## config.mk

```make
export PLATFORM = sky130hd
export DESIGN_NAME = opr_regs
export DESIGN_NICKNAME = d
export VERILOG_FILES = /design/src/opr_pkg.sv /design/src/opr_evt_if.sv /design/src/opr_event_flags.sv /design/src/opr_regs.sv
export VERILOG_INCLUDE_DIRS = /design/src /design/src/src
export SDC_FILE = /design/constraint.sdc
export NUM_CORES = 1
export LEC_CHECK = 0
export ABC_AREA = 1
export BUFFER_PORTS_ARGS = -buffer_cell sky130_fd_sc_hd__buf_4
export CAP_MARGIN = 20
export CELL_PAD_IN_SITES_DETAIL_PLACEMENT = 2
export CELL_PAD_IN_SITES_GLOBAL_PLACEMENT = 2
export CORE_ASPECT_RATIO = 1.4
export CORE_MARGIN = 2
export CORE_UTILIZATION = 32
export CTS_CLUSTER_DIAMETER = 80
export DETAILED_ROUTE_END_ITERATION = 16
export PLACE_DENSITY_LB_ADDON = 0.1
export SLEW_MARGIN = 20
export SYNTH_ARGS = -nofsm -noshare
export SYNTH_HDL_FRONTEND = slang
export SYNTH_HIERARCHICAL = 1
export SYNTH_SLANG_ARGS = --single-unit
```

## constraint.sdc

```tcl
create_clock -name i_clk_sys -period 2.2 [get_ports i_clk_sys]
set_input_delay 0.55 -clock i_clk_sys [delete_from_list [all_inputs] [get_ports i_clk_sys]]
set_output_delay 0.55 -clock i_clk_sys [all_outputs]
set_load 0.005 [all_outputs]
```

## src/opr_defines.svh

```systemverilog
// register offsets, field positions and reset values for the offset/power/event bank
`ifndef OPR_DEFINES_SVH
`define OPR_DEFINES_SVH

// register addresses on the serial register port
`define OPR_ADDR_OFS_HIGH 8'h19
`define OPR_ADDR_PWR_CFG 8'h1a
`define OPR_ADDR_EVT 8'h25

// reset values
`define OPR_RST_OFS_HIGH 8'h00
`define OPR_RST_PWR_CFG 8'h00
`define OPR_RST_EVT 8'h00
`define OPR_RST_RDATA 8'h00

// power profile field
`define OPR_PWR_LC_BIT 0

// event cause field positions in the readable byte
`define OPR_EVT_BOOT_BIT 7
`define OPR_EVT_ANY_BIT 2
`define OPR_EVT_LOW_BIT 1
`define OPR_EVT_HIGH_BIT 0

// index of each sticky flag inside the flag bank
`define OPR_FLG_HIGH 0
`define OPR_FLG_LOW 1
`define OPR_FLG_BOOT 2
`define OPR_FLG_COUNT 3

`endif

```

## src/opr_pkg.sv

```systemverilog
// shared types for the offset/power/event register bank
package opr_pkg;
	typedef logic [7:0] opr_byte_t;
	typedef logic signed [15:0] opr_offset_t;
	typedef logic [2:0] opr_flags_t;
endpackage

```

## src/opr_evt_if.sv

```systemverilog
// carrier between the register core and the sticky event flag bank
`timescale 1ns/1ps
`default_nettype none
interface opr_evt_if;
	opr_pkg::opr_flags_t set;
	logic clr;
	opr_pkg::opr_flags_t sticky;
	modport core (output set, output clr, input sticky);
	modport flags (input set, input clr, output sticky);
endinterface
`default_nettype wire

```

## src/opr_event_flags.sv

```systemverilog
// sticky event flags, cleared by a read of the event cause register
`timescale 1ns/1ps
`default_nettype none
`include "opr_defines.svh"
module opr_event_flags (
	input wire logic i_clk_sys,
	input wire logic i_rst,
	input wire logic i_ce,
	opr_evt_if.flags evt
);
	genvar g;
	generate
		for (g = 0; g < `OPR_FLG_COUNT; g = g + 1) begin : gen_flag
			logic flag_r;
			logic flag_nxt;
			// set beats clear so an event landing on the read is kept
			always_comb begin
				flag_nxt = flag_r;
				if (i_ce) begin
					if (evt.set[g]) begin
						flag_nxt = 1'b1;
					end else if (evt.clr) begin
						flag_nxt = 1'b0;
					end
				end
			end
			always_ff @(posedge i_clk_sys or posedge i_rst) begin
				if (i_rst) begin
					flag_r <= 1'b0;
				end else begin
					flag_r <= flag_nxt;
				end
			end
			assign evt.sticky[g] = flag_r;

		end
	endgenerate
endmodule
`default_nettype wire

```

## src/opr_regs.sv

```systemverilog
// offset, power profile and event cause register bank of the pressure sensor
// Functional notes
// - offset high byte register, read-write
// - high and low bytes form signed offset
// - low-current select bit, zero means low-noise
// - reading event register clears it
// - bit 7 set while boot runs
// - bit 2 set when a low or high event occurred
// - bit 1 set on low event
// - bit 0 set on high event
`timescale 1ns/1ps
`default_nettype none
`include "opr_defines.svh"
module opr_regs (
	input wire logic i_clk_sys,
	input wire logic i_rst,
	input wire logic i_ce,
	input wire logic [7:0] i_reg_addr,
	input wire logic i_reg_wr,
	input wire logic [7:0] i_reg_wdata,
	input wire logic i_reg_rd,
	input wire logic [7:0] i_offset_low_byte,
	input wire logic i_boot_active,
	input wire logic i_low_event,
	input wire logic i_high_event,
	output logic [7:0] o_reg_rdata,
	output logic o_reg_rvalid,
	output logic [15:0] o_pressure_offset,
	output logic o_low_current_select
);
	opr_evt_if evt ();

	opr_pkg::opr_byte_t ofs_high_r;
	opr_pkg::opr_byte_t ofs_high_nxt;
	opr_pkg::opr_byte_t pwr_cfg_r;
	opr_pkg::opr_byte_t pwr_cfg_nxt;
	opr_pkg::opr_byte_t rdata_r;
	opr_pkg::opr_byte_t rdata_nxt;
	logic rvalid_r;
	logic rvalid_nxt;
	opr_pkg::opr_offset_t offset_r;
	opr_pkg::opr_offset_t offset_nxt;
	logic lc_r;
	logic lc_nxt;
	opr_pkg::opr_byte_t evt_view;
	logic evt_rd;
	logic any_event;

	// flag bank is kept apart so its set/clear priority stays in one place
	opr_event_flags u_flags (
		.i_clk_sys(i_clk_sys),
		.i_rst(i_rst),
		.i_ce(i_ce),
		.evt(evt.flags)
	);

	// event sources and clear strobe toward the flag bank
	assign evt.set[`OPR_FLG_BOOT] = i_boot_active;
	assign evt.set[`OPR_FLG_LOW] = i_low_event;
	assign evt.set[`OPR_FLG_HIGH] = i_high_event;
	assign evt_rd = i_reg_rd && (i_reg_addr == `OPR_ADDR_EVT);
	assign evt.clr = evt_rd;
	assign any_event = evt.sticky[`OPR_FLG_LOW] | evt.sticky[`OPR_FLG_HIGH];

	// readable image of the event cause register
	always_comb begin
		evt_view = 8'h00;
		evt_view[`OPR_EVT_BOOT_BIT] = evt.sticky[`OPR_FLG_BOOT];
		evt_view[`OPR_EVT_ANY_BIT] = any_event;
		evt_view[`OPR_EVT_LOW_BIT] = evt.sticky[`OPR_FLG_LOW];
		evt_view[`OPR_EVT_HIGH_BIT] = evt.sticky[`OPR_FLG_HIGH];
	end

	// register writes; unmapped and read-only addresses ignore writes
	always_comb begin
		ofs_high_nxt = ofs_high_r;
		pwr_cfg_nxt = pwr_cfg_r;
		if (i_ce && i_reg_wr) begin
			case (i_reg_addr)
				`OPR_ADDR_OFS_HIGH: begin
					ofs_high_nxt = i_reg_wdata;
				end
				`OPR_ADDR_PWR_CFG: begin
					// reserved bits stored as written; host keeps them legal
					pwr_cfg_nxt = i_reg_wdata;
				end
				default: begin
					ofs_high_nxt = ofs_high_r;
				end
			endcase
		end
	end

	// read data is captured before the same edge clears the event flags
	always_comb begin
		rdata_nxt = rdata_r;
		rvalid_nxt = rvalid_r;
		if (i_ce) begin
			rvalid_nxt = i_reg_rd;
			if (i_reg_rd) begin
				case (i_reg_addr)
					`OPR_ADDR_OFS_HIGH: begin
						rdata_nxt = ofs_high_r;
					end
					`OPR_ADDR_PWR_CFG: begin
						rdata_nxt = pwr_cfg_r;
					end
					`OPR_ADDR_EVT: begin
						rdata_nxt = evt_view;
					end
					default: begin
						rdata_nxt = `OPR_RST_RDATA;
					end
				endcase
			end
		end
	end

	// outputs follow the stored bytes on the same edge as the write
	always_comb begin
		offset_nxt = {ofs_high_nxt, i_offset_low_byte};
		// mode follows the bit directly; host only flips it in power-down
		lc_nxt = pwr_cfg_nxt[`OPR_PWR_LC_BIT];
		if (!i_ce) begin
			offset_nxt = offset_r;
			lc_nxt = lc_r;
		end
	end

	// state registers
	always_ff @(posedge i_clk_sys or posedge i_rst) begin
		if (i_rst) begin
			ofs_high_r <= `OPR_RST_OFS_HIGH;
			pwr_cfg_r <= `OPR_RST_PWR_CFG;
			rdata_r <= `OPR_RST_RDATA;
			rvalid_r <= 1'b0;
			offset_r <= 16'sh0000;
			lc_r <= 1'b0;
		end else begin
			ofs_high_r <= ofs_high_nxt;
			pwr_cfg_r <= pwr_cfg_nxt;
			rdata_r <= rdata_nxt;
			rvalid_r <= rvalid_nxt;
			offset_r <= offset_nxt;
			lc_r <= lc_nxt;
		end
	end

	assign o_reg_rdata = rdata_r;
	assign o_reg_rvalid = rvalid_r;
	assign o_pressure_offset = offset_r;
	assign o_low_current_select = lc_r;
endmodule
`default_nettype wire

```

-- Word-level counts from Yosys, hierarchy flattened
Cells that the tools add are included.
- bits of input ports: 32
- flip-flop bits (word level): 45
- output and inout bits: 26
- bitwise gates (word level): 1
- eq/ne operators: 3
- reduce and logical (&&, ||, !) cells: 10
- multiplexer cells: 9
- operator list (kind ; count):
    8-bit one-hot mux with 3 select lines ; 1
    8-bit by 5-bit equality test with 1-bit output (second input constant) ; 2
    8-bit 2-to-1 mux ; 2
    2-bit AND reduction ; 5
    8-bit by 6-bit equality test with 1-bit output (second input constant) ; 1
    1-bit 2-to-1 mux ; 6
    2-bit nonzero test ; 3
    1-bit logical AND ; 2
    1-bit bitwise OR ; 1

-- Longest topological paths before layout
- depth after elaboration: 4
- depth in mapped cells: 8

-- Modules after synthesis
The synthesis kept the hierarchy.
- by module, submodules not included (module ; area each (µm²) ; cells each ; times used ; seq. area each (µm²)):
    opr_regs ; 2013.2 ; 243 ; 1 ; 1051.0
    opr_event_flags ; 141.4 ; 17 ; 1 ; 75.1

-- Worst setup path before layout
Ideal clock, no wire load.
- kind: input to register
- from: input port i_reg_addr[6]
- to: register u_flags.gen_flag[0].flag_r
- required time: 2.084 ns
- path slack: 0.775 ns
- arrival: 1.308 ns
- cell stages on the path: 8
- path through: inv_1 nand2_2 nor2_2 buf_2 and3_1 nand2_2 nand2_1 nand2_1
- word-level cells in the longest chain between the ends: 4
- RTL lines (what ; line ; text):
    from (decl) ; opr_regs.sv:18 ; input wire logic [7:0] i_reg_addr,
    8-bit by 6-bit equality test with 1-bit output ; -- ;
    1-bit logical AND ; opr_regs.sv:61 ; assign evt_rd = i_reg_rd && (i_reg_addr == `OPR_ADDR_EVT);
    via evt.clr ; opr_evt_if.sv:6 ; logic clr;
    2-bit nonzero test (no source line) ; -- ;
    2-bit AND reduction (no source line) ; -- ;
    to (signal assigned) ; opr_event_flags.sv:31 ; flag_r <= flag_nxt;
    to (decl) ; opr_event_flags.sv:14 ; logic flag_r;
The timed path passes the listed nets, and every way through them passes these cells.
A chain may end at the register's enable or synchronous reset.

-- Worst setup path after layout
- from: input port i_reg_addr[6]
- to: register u_flags.gen_flag[1].flag_r
- word-level cells in the longest chain between the ends: 4
- RTL lines (what ; line):
    8-bit by 6-bit equality test with 1-bit output ; --
    1-bit logical AND ; opr_regs.sv:61
    via evt.clr ; opr_evt_if.sv:6
    2-bit nonzero test (no source line) ; --
    2-bit AND reduction (no source line) ; --
    to (signal assigned) ; opr_event_flags.sv:31
    to (decl) ; opr_event_flags.sv:14
The timed path passes the listed nets, and every way through them passes these cells.

==> results.ini <==
[yosys]
netlist.area_leader.share_pct=52.3
synth_area_leaders=dfrtp_1, nand2_1, nand3_1
synth_seq_cells=45
syn_inst=260
dominantRegCellSynth=dfrtp_1
yosysMostFrequentCell=nand2_1
synth_edf_count=0
synth_cell_types=22
syn-cell-area_um2=2150
yosysWarnings=6
yosysTopAreaCell=dfrtp_1
ys_seq_area_share_pct=52.3
async_reset_ff_share_pct=100
synthTopCellsByCount=nand2_1, dfrtp_1, nand3_1
syn_nets=292
syn_area_per_cell_um2=8.29

[clock_network]
cts_tree=done
worstSkewPairLatency_ns=0.30
clockRootBuffer=clkbuf_8
cts.clk_slew.worst_paths_ns=0.08
clockBufferDepth=2
h-tree-depth=2
cts_buffers=5
cts_hold_buf=0
cts_resized=0
cts_setup_buffers=0
cts_sinks=45

[floorplan]
die_h_um=101
num_rows=35
core_um2=6570
top_level_ports=58
start_util_pct=32.8
dieArea_um2=7410
die_x_um=73.4

[timing]
finalSetupTns_ns=0
fin_crit_ns=1.48
fmax_ghz=0.674
hold_viol_final=0
fin_crit_sh_pct=67.4
fin_skew_ns=0.00292
rsz0062_at_grt=false
slew_headroom_pct=62.4
maxSlewViolCount=0
setup_viol_count_final=0
setup_slack_ns=0.717
tightest_slew_ns=0.564

[layout]
drive_gt1_share_pct=27.4
antenna_cells=0
nets=352
final_cell_count_no_fill=395
area_growth_pct=28.3
stdcell_area_um2=2760
fill_cells=761

[drt]
routedWlPerCell_um=14.4
dr.pass1.iters=4
dr.first_iter.drc_count=58
wl_um=5680
ant_nets=0
met1Wirelength_um=2400
via_count=1888
wl_met3_um=220
wl_met2_um=2990
vias_per_cell=4.78
top_layer=met4
drc=0

[pwr]
leakage_uw=0.00152
peakVddDrop_uv=347
power_density_nw_per_um2=635
p_total_uw=1760

[setup_path]
critPathKind=primary input to flip-flop
critPathLaunchType=primary input
cp_data_arrival_time_ns=1.68
crit_fanout=12
endpoint_kind=flip-flop
rrSetupSlack_ns=1.11
crit_end=u_flags/gen_flag[1].flag_r$_DFFE_PP0P_
r2r_start=u_flags/gen_flag[1].flag_r$_DFFE_PP0P_
worstPathRequired_ns=2.39
cp-startpoint=i_reg_addr[6]
ff2ff_path_depth=5
r2r_end=o_reg_rdata[2]$_DFFE_PP0P_

[global_routing]
antenna_found_initial=0
grt_use_total_pct=17.4
grt_max_degree=43
grt_pass1_wl_um=9920
grt_overflow=0
first_global_vias=2092

[outcome]
status=complete, no violations

[run]
cap_violations=0

[placed_design]
dp_hpwl_um=4300
gp_congestion=0.725
pre_cts_ws_ns=0.373
portBuffers=57
place_inst=387
placed_area_um2=2650

[worst_hold_path]
holdCritPathClass=primary input to async pin

## per-stage QoR
| step | util, % | hold slack (ns) |
|---|---|---|
| 3_5_place_dp | 40.3 | 0.439 |
| 4_1_cts | 42.1 | 0.114 |
| 2_1_floorplan | - | 0.304 |
| 6_report | 42.1 | 0.113 |
| 3_3_place_gp | 40.3 | 0.436 |
| 5_1_grt | 42.1 | 0.114 |
## cell usage in the layout (no fill, tap or decap), drive strengths merged
cell type,instances
and2,9
and3,1
buf,65
bufinv,1
clkbuf,7
clkinv,1
dfrtp,45
inv,29
nand2,107
nand3,35
nand4,9
nor2,4
o21ai,7
or2,1
## layout make-up
class	instances	area (um^2)	share of cell area, %
multi-input cells	173	828	30.0
well taps	74	92.6	3.35
inverters	30	113	4.07
flip-flops and latches	45	1130	40.7
clock inverters	1	30.0	1.09
clock buffers	7	86.3	3.12
repair buffers	65	488	17.7
## report_power, final
part	internal, uW	switching, uW	leakage, uW	total [uW]
Combinational	102	111	0.000938	213
Sequential	861	20.5	0.000522	882
Clock	371	291	0.0000585	661
Total	1330	422	0.00152	1760
## cells by family after synthesis
| kind of cell | Yosys count | share of synthesized area, % |
|---|---|---|
| buffers and inverters | 42 | 9.29 |
| AND/OR/NAND/NOR | 166 | 35.8 |
| flip-flops | 45 | 52.3 |
| AO/OA/AOI/OAI | 7 | 2.67 |
## flip-flops by register name, indices dropped and copies added, names as in the netlist
| name | count |
|---|---|
| pwr_cfg_r | 8 |
| o_pressure_offset | 16 |
| o_low_current_select | 1 |
| o_reg_rdata | 8 |
| o_reg_rvalid | 1 |
| ofs_high_r | 8 |
| u_flags/gen_flag.flag_r | 3 |
## metal layers
metal | up-vias | track usage, %
met1 | 919 | 20.9
met2 | 41 | 31.0
met3 | 6 | 3.50
li1 | 922 | -
met4 | 0 | 5.03
met5 | - | 0
## worst min-delay path by stage
stage	startpoint	end	slack [ns]
final	i_rst	u_flags/gen_flag[0].flag_r$_DFFE_PP0P_	0.11
after global routing	i_rst	u_flags/gen_flag[0].flag_r$_DFFE_PP0P_	0.11
after CTS	i_rst	u_flags/gen_flag[2].flag_r$_DFFE_PP0P_	0.11
after detailed placement	i_rst	u_flags/gen_flag[2].flag_r$_DFFE_PP0P_	0.44
after global placement	i_rst	u_flags/gen_flag[2].flag_r$_DFFE_PP0P_	0.44
after floorplan	i_rst	u_flags/gen_flag[0].flag_r$_DFFE_PP0P_	0.30
## worst max-delay path, cell delays in order
cell,delay [ns]
buf_4,0.11
inv_1,0.05
nand2_2,0.07
nor2_2,0.27
buf_4,0.25
and3_1,0.18
nand2_2,0.06
nand2_1,0.07
nand2_1,0.06
Power figures use the tool's default switching activity.
